$ cat config.mk
export PLATFORM = sky130hd
export DESIGN_NAME = dbc_ctrl
export DESIGN_NICKNAME = d
export VERILOG_FILES = /design/src/rtl/dbc_pkg.sv /design/src/rtl/dbc_ctrl.sv
export SDC_FILE = /design/constraint.sdc
export NUM_CORES = 1
export LEC_CHECK = 0
export BUFFER_PORTS_ARGS = -buffer_cell sky130_fd_sc_hd__buf_2
export CORE_MARGIN = 1
export CORE_UTILIZATION = 43
export CTS_CLUSTER_SIZE = 10
export DETAILED_ROUTE_END_ITERATION = 10
export PLACE_DENSITY = 0.81
export SYNTH_ARGS = -nofsm -noshare
export SYNTH_HDL_FRONTEND = slang
export SYNTH_SLANG_ARGS = --single-unit
$ cat constraint.sdc
create_clock -name I_MCLK -period 1.7 [get_ports I_MCLK]
set_input_delay 0.34 -clock I_MCLK [delete_from_list [all_inputs] [get_ports I_MCLK]]
set_output_delay 0.34 -clock I_MCLK [all_outputs]
set_load 0.03 [all_outputs]
$ cat src/rtl/dbc_pkg.sv
/*
 debug status/control and breakpoint constants: command codes, register bit
 positions, widths and reset values. assumes nothing of its surroundings.
*/
package dbc_pkg;
    localparam int CMD_W = 8;
    localparam int SCR_W = 8;
    localparam int BKPT_W = 16;
    localparam int ADDR_W = 14;
    // command codes, sent msb first on the wire
    localparam logic [7:0] CMD_READ_STATUS = 8'he4;
    localparam logic [7:0] CMD_WRITE_CONTROL = 8'hc4;
    localparam logic [7:0] CMD_BKPT_READ = 8'he2;
    localparam logic [7:0] CMD_BKPT_WRITE = 8'hc2;
    localparam logic [7:0] CMD_BACKGROUND = 8'h90;
    // status/control bit positions
    localparam int BIT_PERMIT = 7;
    localparam int BIT_ACTIVE = 6;
    localparam int BIT_BKPT_EN = 5;
    localparam int BIT_FORCE_TAG = 4;
    localparam int BIT_WAIT_STOP = 2;
    localparam int BIT_WS_FAIL = 1;
    localparam logic [15:0] BKPT_RESET = 16'h0000;
    localparam logic [7:0] SCR_ZERO = 8'h00;
endpackage

$ cat src/rtl/dbc_ctrl.sv
/*
 status/control register and hardware breakpoint of the single-wire
 background debug controller.
 assumes a serial front end that has already shifted each command code and
 data field msb first and presents them as one-cycle strobes on the bus clock,
 and a cpu core that reports wait/stop, instruction boundaries and opcode
 fetch/execute and obeys the background request.
*/
`timescale 1ns/1ps
`default_nettype none
module dbc_ctrl (
    input wire logic I_MCLK,
    input wire logic I_RESET_N,
    input wire logic I_CMD_VALID,
    input wire logic [7:0] I_CMD_CODE,
    input wire logic I_CMD_BG_ONLY,
    input wire logic [15:0] I_WR_DATA,
    input wire logic [15:0] I_CPU_ADDR,
    input wire logic I_CPU_FETCH,
    input wire logic I_CPU_EXEC,
    input wire logic I_INSN_BOUNDARY,
    input wire logic I_CPU_WAIT_STOP,
    input wire logic I_MEM_FAIL,
    input wire logic I_GO,
    output logic [15:0] O_RD_DATA,
    output logic O_RD_VALID,
    output logic O_CMD_ACCEPT,
    output logic O_CMD_REFUSED,
    output logic O_BG_REQ,
    output logic O_BG_ACTIVE
);
    logic permit_ff, nxt_permit;
    logic active_ff, nxt_active;
    logic bkpt_en_ff, nxt_bkpt_en;
    logic force_tag_ff, nxt_force_tag;
    logic ws_entry_ff, nxt_ws_entry;
    logic ws_fail_ff, nxt_ws_fail;
    logic tag_ff, nxt_tag;
    logic force_pend_ff, nxt_force_pend;
    logic [15:0] bkpt_ff, nxt_bkpt;
    logic [15:0] rd_data_ff, nxt_rd_data;
    logic rd_valid_ff, nxt_rd_valid;
    logic [7:0] scr;
    logic match, is_bg_cmd, wait_stop_bit, allowed, enter_bg;
    logic do_rd_status, do_wr_control, do_rd_bkpt, do_wr_bkpt;

    assign wait_stop_bit = I_CPU_WAIT_STOP | ws_entry_ff;
    // reserved bits 3 and 0 are constant zero and have no storage
    always_comb begin
        scr = dbc_pkg::SCR_ZERO;
        scr[dbc_pkg::BIT_PERMIT] = permit_ff;
        scr[dbc_pkg::BIT_ACTIVE] = active_ff;
        scr[dbc_pkg::BIT_BKPT_EN] = bkpt_en_ff;
        scr[dbc_pkg::BIT_FORCE_TAG] = force_tag_ff;
        scr[dbc_pkg::BIT_WAIT_STOP] = wait_stop_bit;
        scr[dbc_pkg::BIT_WS_FAIL] = ws_fail_ff;
    end

    // only the low address bits take part; bits 15:14 are don't-care
    assign match = bkpt_en_ff &
        (I_CPU_ADDR[dbc_pkg::ADDR_W-1:0] == bkpt_ff[dbc_pkg::ADDR_W-1:0]);
    assign is_bg_cmd = I_CMD_VALID & (I_CMD_CODE == dbc_pkg::CMD_BACKGROUND);
    // background-only commands refused while the program runs
    assign allowed = ~I_CMD_BG_ONLY | active_ff;
    assign O_CMD_ACCEPT = I_CMD_VALID & allowed;
    assign O_CMD_REFUSED = I_CMD_VALID & ~allowed;
    // every entry path is gated by the permit bit
    assign enter_bg = permit_ff & ~active_ff &
        ((is_bg_cmd) | (force_pend_ff & I_INSN_BOUNDARY) | (tag_ff & I_CPU_EXEC));
    assign O_BG_REQ = enter_bg;
    assign O_BG_ACTIVE = active_ff;
    assign O_RD_DATA = rd_data_ff;
    assign O_RD_VALID = rd_valid_ff;

    // one decode per command; any code other than these and the background command only goes through the permission check
    assign do_rd_status = I_CMD_VALID & (I_CMD_CODE == dbc_pkg::CMD_READ_STATUS);
    assign do_wr_control = I_CMD_VALID & (I_CMD_CODE == dbc_pkg::CMD_WRITE_CONTROL);
    assign do_rd_bkpt = I_CMD_VALID & (I_CMD_CODE == dbc_pkg::CMD_BKPT_READ);
    assign do_wr_bkpt = I_CMD_VALID & (I_CMD_CODE == dbc_pkg::CMD_BKPT_WRITE);

    // control bits and breakpoint address change only on host commands
    always_comb begin
        nxt_permit = permit_ff;
        nxt_bkpt_en = bkpt_en_ff;
        nxt_force_tag = force_tag_ff;
        nxt_bkpt = bkpt_ff;
        if (do_wr_control) begin
            // active, wait/stop and failure bits are never written
            if (!active_ff && !permit_ff) begin
                nxt_permit = I_WR_DATA[dbc_pkg::BIT_PERMIT];
            end
            nxt_bkpt_en = I_WR_DATA[dbc_pkg::BIT_BKPT_EN];
            nxt_force_tag = I_WR_DATA[dbc_pkg::BIT_FORCE_TAG];
        end
        // non-intrusive: the address may be moved while the program runs
        if (do_wr_bkpt) begin
            nxt_bkpt = I_WR_DATA;
        end
    end

    always_ff @(posedge I_MCLK) begin
        if (!I_RESET_N) begin
            permit_ff <= 1'b0;
            bkpt_en_ff <= 1'b0;
            force_tag_ff <= 1'b0;
            bkpt_ff <= dbc_pkg::BKPT_RESET;
        end else begin
            permit_ff <= nxt_permit;
            bkpt_en_ff <= nxt_bkpt_en;
            force_tag_ff <= nxt_force_tag;
            bkpt_ff <= nxt_bkpt;
        end
    end

    // background mode and wait/stop status
    // a failure in the same cycle as go is kept, so the host still sees it
    always_comb begin
        nxt_active = active_ff;
        nxt_ws_entry = ws_entry_ff;
        nxt_ws_fail = ws_fail_ff;
        if (I_MEM_FAIL) begin
            nxt_ws_fail = 1'b1;
        end
        if (enter_bg) begin
            nxt_active = 1'b1;
            nxt_ws_entry = is_bg_cmd & I_CPU_WAIT_STOP;
        end else if (I_GO && active_ff) begin
            nxt_active = 1'b0;
            nxt_ws_entry = 1'b0;
            nxt_ws_fail = I_MEM_FAIL;
        end
    end

    always_ff @(posedge I_MCLK) begin
        if (!I_RESET_N) begin
            active_ff <= 1'b0;
            ws_entry_ff <= 1'b0;
            ws_fail_ff <= 1'b0;
        end else begin
            active_ff <= nxt_active;
            ws_entry_ff <= nxt_ws_entry;
            ws_fail_ff <= nxt_ws_fail;
        end
    end

    // breakpoint watch; the force request waits for a boundary, so a match
    // on an operand address still stops the program cleanly
    // limitation: a tag is assumed to belong to the next executed opcode
    always_comb begin
        nxt_tag = tag_ff;
        nxt_force_pend = force_pend_ff;
        if (match && force_tag_ff && !active_ff) begin
            nxt_force_pend = 1'b1;
        end
        if (match && !force_tag_ff && I_CPU_FETCH && !active_ff) begin
            nxt_tag = 1'b1;
        end else if (I_CPU_EXEC) begin
            nxt_tag = 1'b0;
        end
        if (!bkpt_en_ff || enter_bg) begin
            nxt_tag = 1'b0;
            nxt_force_pend = 1'b0;
        end
    end

    always_ff @(posedge I_MCLK) begin
        if (!I_RESET_N) begin
            tag_ff <= 1'b0;
            force_pend_ff <= 1'b0;
        end else begin
            tag_ff <= nxt_tag;
            force_pend_ff <= nxt_force_pend;
        end
    end

    // read answers; data holds until the next read so a slow shifter can take it
    always_comb begin
        nxt_rd_data = rd_data_ff;
        nxt_rd_valid = 1'b0;
        if (do_rd_status) begin
            nxt_rd_data = {{(dbc_pkg::BKPT_W - dbc_pkg::SCR_W){1'b0}}, scr};
            nxt_rd_valid = 1'b1;
        end else if (do_rd_bkpt) begin
            nxt_rd_data = bkpt_ff;
            nxt_rd_valid = 1'b1;
        end
    end

    always_ff @(posedge I_MCLK) begin
        if (!I_RESET_N) begin
            rd_data_ff <= dbc_pkg::BKPT_RESET;
            rd_valid_ff <= 1'b0;
        end else begin
            rd_data_ff <= nxt_rd_data;
            rd_valid_ff <= nxt_rd_valid;
        end
    end
endmodule
`default_nettype wire

---- After elaboration in Yosys (flattened, before gate mapping) ----
Cells that the tools add are included.
cells by class
  muxes and demuxes ....................... 12
  add/sub/neg operators ................... 0
  shift operators ......................... 0
  equal/unequal tests ..................... 6
  div/mod/pow operators ................... 0
  $lt $le $gt $ge ......................... 0
  bitwise operators ....................... 21
  reduce and logical (&&, ||, !) cells .... 18
  multiply operators ...................... 0
operators with widths
  operator            number
  $eq 8x8->1 const B  5
  $mux 8              2
  $eq 14x14->1        1
  $and 1x1->1         13
  $mux 1              10
  $logic_and 1x1->1   7
  $reduce_bool 2->1   3
  $logic_not 1->1     4
  $not 1->1           4
  $or 1x1->1          4
  $reduce_or 2->1     2
  $reduce_and 2->1    1
  $logic_or 1x1->1    1
word-level totals
  flip-flop bits (word level) ............. 41
  input port bits ......................... 50
  memories kept ........................... 0
  latch bits .............................. 0
  bits in read-only memories .............. 0
  RAM bits ................................ 0

---- Depth between registers and ports, before layout ----
  depth in word-level cells ............... 7
  mapped depth ............................ 6
  depth with buffers taken out ............ 4

---- Least setup slack after synthesis ----
OpenSTA, ideal clock, no wires.
  path kind ............................... in2reg
  start point ............................. input I_CMD_CODE[0]
  end point ............................... register rd_data_ff[0], in the netlist O_RD_DATA[0]
  data required time ...................... 1.576 ns
  path slack .............................. -0.117 ns
  arrival time ............................ 1.693 ns
  stages on the path ...................... 6
  buffers on the path ..................... 2
  path through ............................ or4b_4 > or3_1 > buf_6 > buf_8 > mux2i_1 > nor2_1
between the ends
  cells in the longest elaborated chain, start to end .. 3
  elaborated cells between the ends (all ways) .. 5
RTL lines
  element                    line             text
  from (decl)                dbc_ctrl.sv:15   input wire logic [7:0] I_CMD_CODE,
  $eq 8x8->1                 dbc_ctrl.sv:76   assign do_rd_status = I_CMD_VALID & (I_CMD_CODE == dbc_pkg::CMD_READ_STATUS);
  $and 1x1->1                dbc_ctrl.sv:76
  $reduce_or 2->1 (no line)  -
  to (signal assigned)       dbc_ctrl.sv:191  rd_data_ff <= dbc_pkg::BKPT_RESET;
  to (signal assigned)       dbc_ctrl.sv:194  rd_data_ff <= nxt_rd_data;
  to (decl)                  dbc_ctrl.sv:41   logic [15:0] rd_data_ff, nxt_rd_data;
Several ways; a longest one is shown, not always the timed one.
A chain may end at the register's enable or synchronous reset.

---- Worst setup path in the final report ----
  start point ............................. input I_CMD_CODE[0]
  end point ............................... register rd_data_ff[7], in the netlist O_RD_DATA[7]
between the ends
  cells in the longest elaborated chain, start to end .. 3
  elaborated cells between the ends (all ways) .. 6
RTL lines
  element                                      line
  $eq 8x8->1, on equally long branches         dbc_ctrl.sv:76, dbc_ctrl.sv:78
  $and 1x1->1, on equally long branches        dbc_ctrl.sv:76, dbc_ctrl.sv:78
  $mux 8 or $reduce_bool 2->1 (tied branches)  -
Several ways; a longest one is shown, not always the timed one.

==> flow_summary_export.csv <==
group,metric,value,unit
global_routing,overflow,0,
logic_synthesis,synth_cell_type_count,32,
clock_tree,cts_root_buffer,"clkbuf_8",
logic_synthesis,ys.warnings.count,0,
floorplan,dieArea,0.004447,mm2
finish,antennaDiodeCount,0,
worst_setup_path,crit_path_max_fanout,10,
pwr,total_power,1802,uW
worst_setup_path,r2r_setup_slack,0.34,ns
worst_setup_path,startpoint,"I_CMD_CODE[0]",
logic_synthesis,synth_xor_area_frac,0.06815,
timing,slew_viol_final,0,
clock_tree,clk_latency,0.30,ns
flow_run,maxCapViolCount,0,
detailed_routing,vias,1628,
pwr,power_density,749.1,mW/mm2
finish,nNetsFinal,316,
worst_setup_path,setup.worst_path.class,"in -> reg",
finish,multi_input_area,928.4,um2
placed_design,gp_congestion,0.8144,
worst_setup_path,critical_path.max_stage_delay,0.54,ns
worst_setup_path,endpoint,"O_RD_DATA[7]$_SDFFE_PN0P_",
pwr,p_leak,0.001179,uW
detailed_routing,routed_wl,4.305,mm
clock_tree,htreeDepth,2,
worst_hold_path,hp-class,"in -> reg",
worst_setup_path,crit_family,"simple AND/OR/NAND/NOR gates",
timing,fmax,612.2,MHz
timing,slew_headroom,0.6729,
global_routing,grt_pass1_wl,6.686,mm
clock_tree,cts.sinks,41,
timing,period_share,0.9609,
finish,drive_above_1_share,0.3596,
timing,min_period,1.633,ns
logic_synthesis,synth_adder_area_share,0,
clock_tree,cts_tree,"done",
status,run_status,"finished, final reports clean",
worst_setup_path,rr_endpoint,"tag_ff$_SDFFE_PP0P_",
clock_tree,clkTransAtPathRegs,0.08,ns
placed_design,io_buffer_count,68,
logic_synthesis,synth_nets,232,
placed_design,hpwlAfterDp,3.278,mm
worst_setup_path,setup.worst_path.end_class,"register",
detailed_routing,drt-initial-drc-count,49,
finish,final_area,0.002406,mm2
worst_setup_path,cp-start-kind,"input pin",
floorplan,die_y,66.69,um
worst_setup_path,crit_chain,"buf_2 -> or4b_4 -> or3_1 -> o21ai_0 -> a21oi_1",
finish,area_delta_synth_final,33.73,%
worst_setup_path,cp.arrival,1.81,ns
logic_synthesis,yosysTopAreaCellShare,0.4562,
logic_synthesis,synth_top_family_by_area,"multiplexers",
worst_setup_path,r2r_cells,5,
timing,worst_pin_slew,0.4783,ns
timing,hold_viol,0,
detailed_routing,drcViolationCount,0,
floorplan,rows,23,
worst_setup_path,crit_buf_inv,1,
logic_synthesis,synthMuxAreaShare,0.1836,
clock_tree,post_cts_buffers,0,
worst_setup_path,cp_data_required_time,1.88,ns
logic_synthesis,avgSynthCellArea,9.886,um2
detailed_routing,wl_per_cell,13.58,um
global_routing,grt_max_degree,16,
global_routing,grt_antenna_before_repair,0,
placed_design,placed_area,0.002295,mm2
floorplan,die_width,66.69,um
timing,skew,0.003123,ns
timing,rsz0062_at_grt,"false",
floorplan,initial_core_util,0.4498,
worst_setup_path,critPathSlowestCell,"or4b_4",
logic_synthesis,synth_seq_cells,41,
detailed_routing,viasPerCell,5.136,
floorplan,core_area,0.004000,mm2
logic_synthesis,synth_compound_area_frac,0.07510,
clock_tree,hold_buffers,0,
global_routing,grt_pass1_vias,1527,
floorplan,boundaryPins,71,
logic_synthesis,synth_area_leaders,"dfxtp_1, mux2i_1, xor2_1",
clock_tree,numCtsBuffers,5,
worst_setup_path,cp_num_cells,5,
finish,num-fill-cells,345,
logic_synthesis,synth_largest_area_cell,"dfxtp_1",
logic_synthesis,synth_cells,182,
finish,utilization,0.6015,
detailed_routing,dr.pass1.iters,4,
finish,seq_area,822.0,um2
timing,setup_viol,0,
pwr,irDropWorstVdd,0.4982,mV
logic_synthesis,synth_seq_area_share,0.4562,
detailed_routing,drtAntennaViolNets,0,
logic_synthesis,synth_area,0.001799,mm2
logic_synthesis,yosys.area_share.simple,0.1836,
clock_tree,clockBufferDepth,2,
worst_setup_path,r2r_start,"bkpt_ff[10]$_SDFFE_PN0P_",
global_routing,grt.total_usage,0.2012,
layer usage:
metal,vias to the layer above,global-route usage,routed length [um]
li1,814,-,-
met1,760,0.2266,1864
met2,46,0.3586,2182
met3,8,0.04452,193
met4,0,0.08777,64
met5,-,0,0
power breakdown:
| group | internal [uW] | switching, uW | total, uW |
|---|---|---|---|
| combinational | 69.3 | 71.5 | 141 |
| sequential | 962 | 1.63 | 964 |
| clock | 367 | 331 | 698 |
| total | 1400 | 404 | 1800 |
layout make-up:
type / instances / share of cell area
Clock buffer: 7 / 0.04004
Clock inverter: 1 / 0.002080
Inverter: 3 / 0.004680
Multi-Input combinational cell: 132 / 0.3859
Sequential cell: 41 / 0.3417
Tap cell: 50 / 0.02600
Timing Repair Buffer: 83 / 0.1997
Yosys cell counts:
master	n
a22o_1	1
xor2_1	14
a2111oi_0	1
buf_6	2
nor4_1	4
buf_8	1
nor3_1	2
nand2_1	4
nand4_1	4
a21boi_0	1
nor3_4	1
or4b_1	1
mux2i_1	33
or3_1	2
a31oi_1	3
o21ai_0	5
clkbuf_1	2
a311oi_1	1
nor2_1	32
a41oi_1	1
nor4b_1	2
buf_1	1
nand4b_1	1
nand2b_1	4
or4b_4	1
and4b_1	1
and3_1	1
o32ai_1	1
dfxtp_1	41
inv_1	3
nand3_1	3
a21oi_1	8
through the flow:
step	setup WS [ns]	TNS (ns)	hold slack [ns]	instances
after detailed placement	-0.2261	-6.486	0.4693	309
after global placement	-0.2023	-5.768	0.4563	309
after CTS	0.02579	0	0.2540	317
after floorplan	-0.1167	-2.047	0.4407	182
after global routing	0.007818	0	0.2519	317
final	0.06650	0	0.2494	317
kinds of logic (layout without fill, tap and decap cells):
family                 count (synthesis)  count (layout)
AO/OA/AOI/OAI                         22              22
XOR/XNOR                              14              14
buffers and inverters                  9              94
flip-flops                            41              41
multiplexers                          33              33
AND/OR/NAND/NOR                       63              63
layout by cell type, fill, tap and decap left out, types with 3 or more instances in the layout:
cell / count
a21oi_1: 8
a31oi_1: 3
buf_2: 67
buf_4: 13
clkbuf_8: 7
dfxtp_1: 40
inv_1: 3
mux2i_1: 33
nand2_1: 4
nand2b_1: 4
nand3_1: 3
nand4_1: 4
nor2_1: 32
nor4_1: 4
o21ai_0: 5
xor2_1: 14
sequential cells by signal, indices dropped and copies added (netlist names):
| signal | cells |
|---|---|
| ws_entry_ff | 1 |
| O_RD_VALID | 1 |
| bkpt_ff | 16 |
| bkpt_en_ff | 1 |
| O_BG_ACTIVE | 1 |
| force_pend_ff | 1 |
| tag_ff | 1 |
| O_RD_DATA | 16 |
| ws_fail_ff | 1 |
| permit_ff | 1 |
| force_tag_ff | 1 |
worst min-delay path, stage by stage:
cell	delay, ns
buf_2	0.08
a21oi_1	0.03
nor2_1	0.07
how the worst min path moves through the flow:
stage / from / endpoint / cells after the start
after detailed placement: tag_ff$_SDFFE_PP0P_ / tag_ff$_SDFFE_PP0P_ / 2
after global routing: I_MEM_FAIL / ws_fail_ff$_SDFF_PN0_ / 3
after CTS: I_MEM_FAIL / ws_fail_ff$_SDFF_PN0_ / 3
final: I_MEM_FAIL / ws_fail_ff$_SDFF_PN0_ / 3
after global placement: tag_ff$_SDFFE_PP0P_ / tag_ff$_SDFFE_PP0P_ / 2
after floorplan: force_pend_ff$_SDFFE_PP0P_ / force_pend_ff$_SDFFE_PP0P_ / 2
timing repair:
item / 4_1_cts / 5_1_grt
setup endpoints to repair: 0 / 1
hold endpoints to repair: 0 / 0
gates resized for setup: 0 / 3
(Power assumes the default switching activity.)
